==> config.mk <==
export PLATFORM = sky130hd
export DESIGN_NAME = ldo_control_register_bank
export DESIGN_NICKNAME = d
export VERILOG_FILES = /design/src/include/ldo_pkg.sv /design/src/logic/ldo_control_register_bank.sv /design/src/logic/ldo_good_filter.sv /design/src/logic/ldo_switch_control.sv
export SDC_FILE = /design/constraint.sdc
export NUM_CORES = 1
export LEC_CHECK = 0
export ABC_AREA = 1
export BUFFER_PORTS_ARGS = -buffer_cell sky130_fd_sc_hd__buf_2
export CAP_MARGIN = 20
export CORE_ASPECT_RATIO = 0.5
export CORE_MARGIN = 2
export CORE_UTILIZATION = 45
export DETAILED_ROUTE_END_ITERATION = 10
export PLACE_DENSITY = 0.75
export SYNTH_ARGS = -nofsm -noshare
export SYNTH_HDL_FRONTEND = slang
export SYNTH_SLANG_ARGS = --single-unit
==> constraint.sdc <==
create_clock -name i_clock -period 3.8 [get_ports i_clock]
set_input_delay 0.19 -clock i_clock [delete_from_list [all_inputs] [get_ports i_clock]]
set_output_delay 0.19 -clock i_clock [all_outputs]
set_load 0.02 [all_outputs]
==> src/include/ldo_pkg.sv <==
// constants for the linear regulator control register bank
package ldo_pkg;

  // ****************************************
  // register addresses
  // ****************************************
  localparam logic [7:0] ADDR_LDO_A_VOLTAGE_SELECT = 8'h03;
  localparam logic [7:0] ADDR_LDO_RESERVED_CONTROL = 8'h40;
  localparam logic [7:0] ADDR_LDO_B_ENABLE_VOLTAGE = 8'h41;
  localparam logic [7:0] ADDR_LDO_C_ENABLE_VOLTAGE = 8'h42;
  localparam logic [7:0] ADDR_LDO_DISCHARGE_AND_GOOD = 8'h43;

  // ****************************************
  // field positions
  // ****************************************
  localparam int A_CODE_MSB = 5;
  localparam int A_RANGE_BIT = 6;
  localparam int BC_CODE_MSB = 4;
  localparam int BC_ENABLE_BIT = 5;
  localparam int R40_EXACT_BIT = 5;
  localparam int R43_EXACT_BIT = 1;
  localparam int DISCHARGE_A_BIT = 2;
  localparam int GOOD_A_BIT = 5;

  // ****************************************
  // reset values
  // ****************************************
  localparam logic [5:0] RST_A_CODE = 6'h00;
  localparam logic RST_A_RANGE = 1'b0;
  localparam logic [4:0] RST_BC_CODE = 5'h00;
  localparam logic RST_BC_ENABLE = 1'b0;
  localparam logic [2:0] RST_DISCHARGE = 3'h0;
  localparam logic RST_EXACT = 1'b0;

  // ****************************************
  // power-good filtering: qualify count in cycles
  // ****************************************
  localparam logic [3:0] GOOD_QUALIFY_CYCLES = 4'h4;

endpackage

==> src/logic/ldo_control_register_bank.sv <==
// control and status register bank for three linear regulators
`timescale 1ns/1ps
`default_nettype none
module ldo_control_register_bank
  import ldo_pkg::*;
(
  input wire logic i_clock,
  input wire logic i_reset,
  input wire logic i_write,
  input wire logic i_read,
  input wire logic [7:0] i_address,
  input wire logic [7:0] i_write_data,
  input wire logic i_master_enable_n,
  input wire logic i_power_hold,
  input wire logic [2:0] i_above_rise,
  input wire logic [2:0] i_above_fall,
  output logic [7:0] o_read_data,
  output logic o_read_valid,
  output logic [5:0] o_ldo_a_voltage_code,
  output logic o_ldo_a_range_select,
  output logic [4:0] o_ldo_b_voltage_code,
  output logic [4:0] o_ldo_c_voltage_code,
  output logic [2:0] o_ldo_enable,
  output logic [2:0] o_ldo_discharge
);

  // ****************************************
  // register state
  // ****************************************
  logic [5:0] ldo_a_voltage_code;
  logic ldo_a_range_select;
  logic [4:0] ldo_b_voltage_code;
  logic [4:0] ldo_c_voltage_code;
  logic ldo_b_enable;
  logic ldo_c_enable;
  logic [2:0] discharge_enable;
  logic exact_40;
  logic exact_43;
  logic [7:0] read_data;
  logic read_valid;

  logic [5:0] next_ldo_a_voltage_code;
  logic next_ldo_a_range_select;
  logic [4:0] next_ldo_b_voltage_code;
  logic [4:0] next_ldo_c_voltage_code;
  logic next_ldo_b_enable;
  logic next_ldo_c_enable;
  logic [2:0] next_discharge_enable;
  logic next_exact_40;
  logic next_exact_43;
  logic [7:0] next_read_data;
  logic next_read_valid;

  logic master_on;
  logic [2:0] enable_request;
  logic [2:0] power_good;
  logic [2:0] enable_state;
  logic [2:0] discharge_state;

  // master or hold turns first on
  assign master_on = !i_master_enable_n || i_power_hold;
  // others gated by their own bits
  assign enable_request = {master_on && ldo_c_enable, master_on && ldo_b_enable, master_on};

  // ****************************************
  // write path
  // ****************************************
  always_comb begin
    next_ldo_a_voltage_code = ldo_a_voltage_code;
    next_ldo_a_range_select = ldo_a_range_select;
    next_ldo_b_voltage_code = ldo_b_voltage_code;
    next_ldo_c_voltage_code = ldo_c_voltage_code;
    next_ldo_b_enable = ldo_b_enable;
    next_ldo_c_enable = ldo_c_enable;
    next_discharge_enable = discharge_enable;
    next_exact_40 = exact_40;
    next_exact_43 = exact_43;
    if (i_write) begin
      case (i_address)
        ADDR_LDO_A_VOLTAGE_SELECT: begin
          next_ldo_a_voltage_code = i_write_data[A_CODE_MSB:0];
          next_ldo_a_range_select = i_write_data[A_RANGE_BIT];
        end
        ADDR_LDO_RESERVED_CONTROL: begin
          // stored as written; host keeps default
          next_exact_40 = i_write_data[R40_EXACT_BIT];
        end
        ADDR_LDO_B_ENABLE_VOLTAGE: begin
          next_ldo_b_voltage_code = i_write_data[BC_CODE_MSB:0];
          next_ldo_b_enable = i_write_data[BC_ENABLE_BIT];
        end
        ADDR_LDO_C_ENABLE_VOLTAGE: begin
          next_ldo_c_voltage_code = i_write_data[BC_CODE_MSB:0];
          next_ldo_c_enable = i_write_data[BC_ENABLE_BIT];
        end
        ADDR_LDO_DISCHARGE_AND_GOOD: begin
          next_discharge_enable = i_write_data[DISCHARGE_A_BIT+2:DISCHARGE_A_BIT];
          next_exact_43 = i_write_data[R43_EXACT_BIT];
        end
        default: begin
          next_exact_40 = exact_40;
        end
      endcase
    end
  end

  // ****************************************
  // read path
  // ****************************************
  always_comb begin
    next_read_valid = i_read;
    next_read_data = read_data;
    if (i_read) begin
      case (i_address)
        ADDR_LDO_A_VOLTAGE_SELECT:
          next_read_data = {1'b0, ldo_a_range_select, ldo_a_voltage_code};
        ADDR_LDO_RESERVED_CONTROL:
          next_read_data = {2'b00, exact_40, 5'h00};
        ADDR_LDO_B_ENABLE_VOLTAGE:
          next_read_data = {2'b00, ldo_b_enable, ldo_b_voltage_code};
        ADDR_LDO_C_ENABLE_VOLTAGE:
          next_read_data = {2'b00, ldo_c_enable, ldo_c_voltage_code};
        ADDR_LDO_DISCHARGE_AND_GOOD:
          // power good flags in top bits
          next_read_data = {power_good, discharge_enable, exact_43, 1'b0};
        default:
          next_read_data = 8'h00;
      endcase
    end
  end

  always_ff @(posedge i_clock or posedge i_reset) begin
    if (i_reset) begin
      ldo_a_voltage_code <= RST_A_CODE;
      ldo_a_range_select <= RST_A_RANGE;
      ldo_b_voltage_code <= RST_BC_CODE;
      ldo_c_voltage_code <= RST_BC_CODE;
      ldo_b_enable <= RST_BC_ENABLE;
      ldo_c_enable <= RST_BC_ENABLE;
      discharge_enable <= RST_DISCHARGE;
      exact_40 <= RST_EXACT;
      exact_43 <= RST_EXACT;
      read_data <= 8'h00;
      read_valid <= 1'b0;
    end else begin
      ldo_a_voltage_code <= next_ldo_a_voltage_code;
      ldo_a_range_select <= next_ldo_a_range_select;
      ldo_b_voltage_code <= next_ldo_b_voltage_code;
      ldo_c_voltage_code <= next_ldo_c_voltage_code;
      ldo_b_enable <= next_ldo_b_enable;
      ldo_c_enable <= next_ldo_c_enable;
      discharge_enable <= next_discharge_enable;
      exact_40 <= next_exact_40;
      exact_43 <= next_exact_43;
      read_data <= next_read_data;
      read_valid <= next_read_valid;
    end
  end

  // ****************************************
  // per-regulator switches and status
  // ****************************************
  genvar g;
  generate
    for (g = 0; g < 3; g++) begin : gen_ldo
      ldo_switch_control u_switch (
        .i_clock(i_clock),
        .i_reset(i_reset),
        .i_enable_request(enable_request[g]),
        .i_discharge_enable(discharge_enable[g]),
        .o_enable(enable_state[g]),
        .o_discharge(discharge_state[g])
      );
      ldo_good_filter u_good (
        .i_clock(i_clock),
        .i_reset(i_reset),
        .i_enabled(enable_state[g]),
        .i_above_rise(i_above_rise[g]),
        .i_above_fall(i_above_fall[g]),
        .o_good(power_good[g])
      );
    end
  endgenerate

  assign o_read_data = read_data;
  assign o_read_valid = read_valid;
  assign o_ldo_a_voltage_code = ldo_a_voltage_code;
  assign o_ldo_a_range_select = ldo_a_range_select;
  assign o_ldo_b_voltage_code = ldo_b_voltage_code;
  assign o_ldo_c_voltage_code = ldo_c_voltage_code;
  assign o_ldo_enable = enable_state;
  assign o_ldo_discharge = discharge_state;

  // ****************************************
  // checks
  // ****************************************
  chk_a_code_write: assert property (
    @(posedge i_clock) disable iff (i_reset)
    i_write && i_address == ADDR_LDO_A_VOLTAGE_SELECT
    |=> o_ldo_a_voltage_code == $past(i_write_data[5:0]))
    else $error("first code not stored");
  chk_a_range_write: assert property (
    @(posedge i_clock) disable iff (i_reset)
    i_write && i_address == ADDR_LDO_A_VOLTAGE_SELECT
    |=> o_ldo_a_range_select == $past(i_write_data[6]))
    else $error("range not stored");
  chk_b_code_write: assert property (
    @(posedge i_clock) disable iff (i_reset)
    i_write && i_address == ADDR_LDO_B_ENABLE_VOLTAGE
    |=> o_ldo_b_voltage_code == $past(i_write_data[4:0]))
    else $error("second code not stored");
  chk_b_enable_out: assert property (
    @(posedge i_clock) disable iff (i_reset)
    i_write && i_address == ADDR_LDO_B_ENABLE_VOLTAGE && !i_write_data[5]
    |=> ##1 !o_ldo_enable[1])
    else $error("second stays on after clear");
  chk_c_code_write: assert property (
    @(posedge i_clock) disable iff (i_reset)
    i_write && i_address == ADDR_LDO_C_ENABLE_VOLTAGE
    |=> o_ldo_c_voltage_code == $past(i_write_data[4:0]))
    else $error("third code not stored");
  chk_c_enable_out: assert property (
    @(posedge i_clock) disable iff (i_reset)
    i_write && i_address == ADDR_LDO_C_ENABLE_VOLTAGE && !i_write_data[5]
    |=> ##1 !o_ldo_enable[2])
    else $error("third stays on after clear");
  chk_discharge_off: assert property (
    @(posedge i_clock) disable iff (i_reset)
    o_ldo_discharge != 3'h0 |-> (o_ldo_discharge & o_ldo_enable) == 3'h0)
    else $error("discharge while enabled");
  chk_good_needs_on: assert property (
    @(posedge i_clock) disable iff (i_reset)
    !o_ldo_enable[0] |=> !power_good[0])
    else $error("good flag while off");
  chk_master_on: assert property (
    @(posedge i_clock) disable iff (i_reset)
    (!i_master_enable_n || i_power_hold) |=> o_ldo_enable[0])
    else $error("first not enabled by master");
  chk_readonly_zero: assert property (
    @(posedge i_clock) disable iff (i_reset)
    i_read && i_address == ADDR_LDO_B_ENABLE_VOLTAGE |=> o_read_data[7:6] == 2'b00)
    else $error("read-only bits not zero");
  chk_discharge_write: assert property (
    @(posedge i_clock) disable iff (i_reset)
    i_write && i_address == ADDR_LDO_DISCHARGE_AND_GOOD
    |=> discharge_enable == $past(i_write_data[4:2]))
    else $error("discharge enables not stored");
  chk_b_follows_bit: assert property (
    @(posedge i_clock) disable iff (i_reset)
    master_on && ldo_b_enable |=> o_ldo_enable[1])
    else $error("second not on with master and bit");
  chk_c_enable_on: assert property (
    @(posedge i_clock) disable iff (i_reset)
    i_write && i_address == ADDR_LDO_C_ENABLE_VOLTAGE && i_write_data[5]
    ##1 master_on |=> o_ldo_enable[2])
    else $error("third not on after set");
  chk_master_off: assert property (
    @(posedge i_clock) disable iff (i_reset)
    i_master_enable_n && !i_power_hold |=> !o_ldo_enable[0])
    else $error("first on without master");
  chk_discharge_on: assert property (
    @(posedge i_clock) disable iff (i_reset)
    i_master_enable_n && !i_power_hold && discharge_enable[0]
    |=> o_ldo_discharge[0])
    else $error("no discharge while off");
  chk_good_read: assert property (
    @(posedge i_clock) disable iff (i_reset)
    i_read && i_address == ADDR_LDO_DISCHARGE_AND_GOOD
    |=> o_read_data[7:5] == $past(power_good))
    else $error("power good flags misread");
  chk_good_holds: assert property (
    @(posedge i_clock) disable iff (i_reset)
    power_good[0] && o_ldo_enable[0] && i_above_fall[0] |=> power_good[0])
    else $error("good dropped above falling threshold");
  chk_good_drop: assert property (
    @(posedge i_clock) disable iff (i_reset)
    !i_above_fall[1] |=> !power_good[1])
    else $error("good kept below falling threshold");
  chk_reserved_zero: assert property (
    @(posedge i_clock) disable iff (i_reset)
    i_read && i_address == ADDR_LDO_RESERVED_CONTROL
    |=> o_read_data[7:6] == 2'b00 && o_read_data[4:0] == 5'h00)
    else $error("reserved read-only bits not zero");
  chk_a_top_zero: assert property (
    @(posedge i_clock) disable iff (i_reset)
    i_read && i_address == ADDR_LDO_A_VOLTAGE_SELECT |=> !o_read_data[7])
    else $error("first register top bit not zero");
endmodule
`default_nettype wire

==> src/logic/ldo_good_filter.sv <==
// per-regulator power-good qualification
`timescale 1ns/1ps
`default_nettype none
module ldo_good_filter
  import ldo_pkg::*;
(
  input wire logic i_clock,
  input wire logic i_reset,
  input wire logic i_enabled,
  input wire logic i_above_rise,
  input wire logic i_above_fall,
  output logic o_good
);
  logic good;
  logic [3:0] count;
  logic next_good;
  logic [3:0] next_count;

  // ****************************************
  // hysteresis
  // ****************************************
  always_comb begin
    next_good = good;
    next_count = count;
    // rise at 89 percent, fall 4 lower
    if (!i_enabled || !i_above_fall) begin
      next_good = 1'b0;
      next_count = 4'h0;
    end else if (!good && i_above_rise) begin
      // short glitches on the comparator are ignored
      if (count == GOOD_QUALIFY_CYCLES - 4'h1) begin
        next_good = 1'b1;
        next_count = 4'h0;
      end else begin
        next_count = count + 4'h1;
      end
    end else if (!good) begin
      next_count = 4'h0;
    end
  end

  always_ff @(posedge i_clock or posedge i_reset) begin
    if (i_reset) begin
      good <= 1'b0;
      count <= 4'h0;
    end else begin
      good <= next_good;
      count <= next_count;
    end
  end

  assign o_good = good;
endmodule
`default_nettype wire

==> src/logic/ldo_switch_control.sv <==
// enable and discharge switch drive for one regulator
`timescale 1ns/1ps
`default_nettype none
module ldo_switch_control (
  input wire logic i_clock,
  input wire logic i_reset,
  input wire logic i_enable_request,
  input wire logic i_discharge_enable,
  output logic o_enable,
  output logic o_discharge
);
  logic enable;
  logic discharge;
  logic next_enable;
  logic next_discharge;

  always_comb begin
    next_enable = i_enable_request;
    next_discharge = !i_enable_request && i_discharge_enable;
  end

  always_ff @(posedge i_clock or posedge i_reset) begin
    if (i_reset) begin
      enable <= 1'b0;
      discharge <= 1'b0;
    end else begin
      enable <= next_enable;
      discharge <= next_discharge;
    end
  end

  assign o_enable = enable;
  assign o_discharge = discharge;
endmodule
`default_nettype wire

==> results.json <==
{
  "status": "finished, violations left",
  "violations": "hold timing",
  "gp_congestion": 0.9291,
  "cts_setup_buffers": 0,
  "synthesis.nets": 322,
  "syn_area_per_cell_sq_um": 8.943,
  "synthCells": 291,
  "fmax_ghz": 0.7083,
  "grt_pass1_wl_um": 9722,
  "synth_edf_count": 0,
  "critPathMaxStageDelay_ns": 0.48,
  "pre_cts_slack_ns": 2.144,
  "synth.distinct_cells": 31,
  "cts_hold_buffers": 0,
  "cp-start-kind": "input pin",
  "final_nets": 378,
  "worst_pin_slew_ns": 0.5900,
  "ys_seq_area_frac": 0.5192,
  "power_density_nw_per_um2": 398.2,
  "route.detailed.drc": 0,
  "p_leak_nw": 1.711,
  "slew_headroom": 0.6061,
  "reg2reg_from": "gen_ldo[2].u_switch.o_enable",
  "antenna_found_initial": 0,
  "hpwlAfterDp_um": 4209,
  "clk_pin_slew_ns": 0.07,
  "core-area_sq_um": 5539,
  "synthArstFlopShare": 1.000,
  "cts_tree": "built",
  "n_fill_cell": 508,
  "ys_warn_count": 0,
  "synth_area_sq_um": 2602,
  "ios": 60,
  "ys.flop_type": "dfrtp_1",
  "peakVddDrop_v": 0.0002108,
  "crit_slowest_cell": "nand4_1",
  "port_buffers": 58,
  "grt-ovfl-total": 0,
  "crit_path_end": "ldo_c_enable",
  "routed_via_density": 5.038,
  "die-height_um": 57.78,
  "wl_um": 5805,
  "rrSetupSlack_ns": 2.60,
  "layout_commonest_cell": "nand2_1",
  "layout-drive-gt1-share": 0.2500,
  "cts_buffers": 5,
  "wl_per_cell_um": 13.79,
  "slew_violations": 0,
  "worstRegToRegCells": 8,
  "arrival_ns": 1.56,
  "start_util": 0.4698,
  "critPathKind": "in -> reg",
  "diodes": 0,
  "min_period_ns": 1.412,
  "path_cells": "buf_2 -> inv_1 -> nand2_2 -> nor2_4 -> nand4_1 -> nand2_1 -> o21ai_1",
  "hold_violations": 26,
  "timing.hold.ws_ns": -0.03594,
  "grt_start_max_net_pins": 55,
  "rows": 19,
  "cp-end-kind": "register",
  "fin_tns_setup_ns": 0,
  "die_area_sq_um": 6445,
  "cts-resized-gates": 0,
  "first_pass_iters": 4,
  "grt_pass1_vias": 2165,
  "grt_use_total": 0.1897,
  "final_cell_mix": "70 x nand2_1, 58 x buf_2, 54 x dfrtp_1",
  "worst_slack_ns": 2.388,
  "setup_viol": 0,
  "clockBufferDepth": 2,
  "final_antenna_net_count": 0,
  "clock-sinks": 54,
  "worstSetupStartpoint": "i_address[4]",
  "h-tree-depth": 2,
  "fin_skew_ns": 0.006347,
  "drt_iter0_markers": 143,
  "insertion_delay_ns": 0.29,
  "r2r-end": "gen_ldo[2].u_good.count[2]",
  "hp-class": "in -> async",
  "rsz0062_at_grt": "false",
  "dr_total_vias": 2121,
  "area_growth_pct": 18.41,
  "finalCritPeriodShare": 0.3715,
  "cts_root_buf": "clkbuf_16",
  "worstPathRequired_ns": 3.95,
  "cap_violations": 0,
  "crit_path_max_fanout": 19,
  "ys_seq_elements": 54,
  "die_x_um": 111.6
}
-- power breakdown --
part	total (mW)	switching, mW	internal [mW]
Combinational	0.130	0.0856	0.0444
Sequential	0.620	0.0201	0.600
Clock	0.477	0.196	0.281
-- worst min path at each step --
stage | from | endpoint | slack, ns | cells past startpoint
detailed placement | i_master_enable_n | gen_ldo[0].u_switch.o_enable | 0.40 | 2
global route | i_reset | gen_ldo[0].u_good.count[3] | 0.01 | 2
floorplan | i_read | o_read_valid | 0.22 | 0
CTS | i_master_enable_n | gen_ldo[0].u_switch.o_enable | 0.1 | 2
global placement | i_master_enable_n | gen_ldo[0].u_switch.o_enable | 0.40 | 2
finish | i_reset | gen_ldo[1].u_good.count[3] | -0.04 | 2
-- layout make-up --
class	count	area (sq um)	area share
tap	73	91.34	0.02964
clock inverter	1	8.758	0.002842
multi-input combinational	191	1032	0.3350
timing repair buffer	59	310.3	0.1007
sequential	54	1351	0.4385
inverter	36	135.1	0.04385
clock buffer	7	152.6	0.04953
-- per-layer routing --
metal  up-vias  global-route usage  part of all wire
met5         -                   0                 0
met4         0             0.06349             0.012
met3         6             0.04707             0.048
met2        65              0.3214              0.50
met1       999              0.2457              0.44
li1       1051                   -                 -
-- flip-flops by register name, summed over array words and instances (netlist names), 3 cells and up --
| register | flops |
|---|---|
| discharge_enable | 3 |
| gen_ldo.u_good.count | 12 |
| gen_ldo.u_good.o_good | 3 |
| gen_ldo.u_switch.o_discharge | 3 |
| gen_ldo.u_switch.o_enable | 3 |
| o_ldo_a_voltage_code | 6 |
| o_ldo_b_voltage_code | 5 |
| o_ldo_c_voltage_code | 5 |
| o_read_data | 8 |
-- stage by stage --
step / cells / cell area [sq um] / utilization / hold slack (ns) / power, mW
floorplan: 291 / 2603 / - / 0.2214 / 0.7108
global placement: 412 / 2900 / 0.5236 / 0.4010 / 0.7529
detailed placement: 412 / 2900 / 0.5236 / 0.4000 / 0.7586
CTS: 420 / 3062 / 0.5527 / 0.09627 / 1.234
global route: 421 / 3082 / 0.5564 / 0.01309 / 1.270
finish: 421 / 3082 / 0.5564 / -0.03594 / 1.227
-- kinds of logic after synthesis --
family                   synth area share
buffers and inverters             0.08413
XOR/XNOR                          0.01683
AO/OA/AOI/OAI                      0.1120
AND/OR/NAND/NOR                    0.2534
adder cells (fa/ha/maj)           0.01442
flip-flops                         0.5192
-- critical path: cells and delay by family --
family,cells,cell delay [ns]
and+or+nand+nor,4,1.14
buffers and inverters,2,0.14
AOI/OAI and AO/OA,1,0.09
-- Yosys cell counts (3+ instances only) --
library cell / n / share of area
nand2_1: 70 / 0.10
dfrtp_1: 54 / 0.52
inv_1: 35 / 0.050
nand3_1: 27 / 0.052
nor2_1: 13 / 0.019
o21ai_1: 12 / 0.023
o21ai_0: 10 / 0.019
a21oi_1: 9 / 0.017
buf_4: 7 / 0.020
nand4_1: 7 / 0.017
nand2_2: 5 / 0.012
o21a_1: 5 / 0.014
o22ai_1: 5 / 0.012
ha_1: 3 / 0.014
nor2_2: 3 / 0.0072
nor2_4: 3 / 0.013
nor2_8: 3 / 0.023
xor2_1: 3 / 0.010
Power figures use the tool's default switching activity.
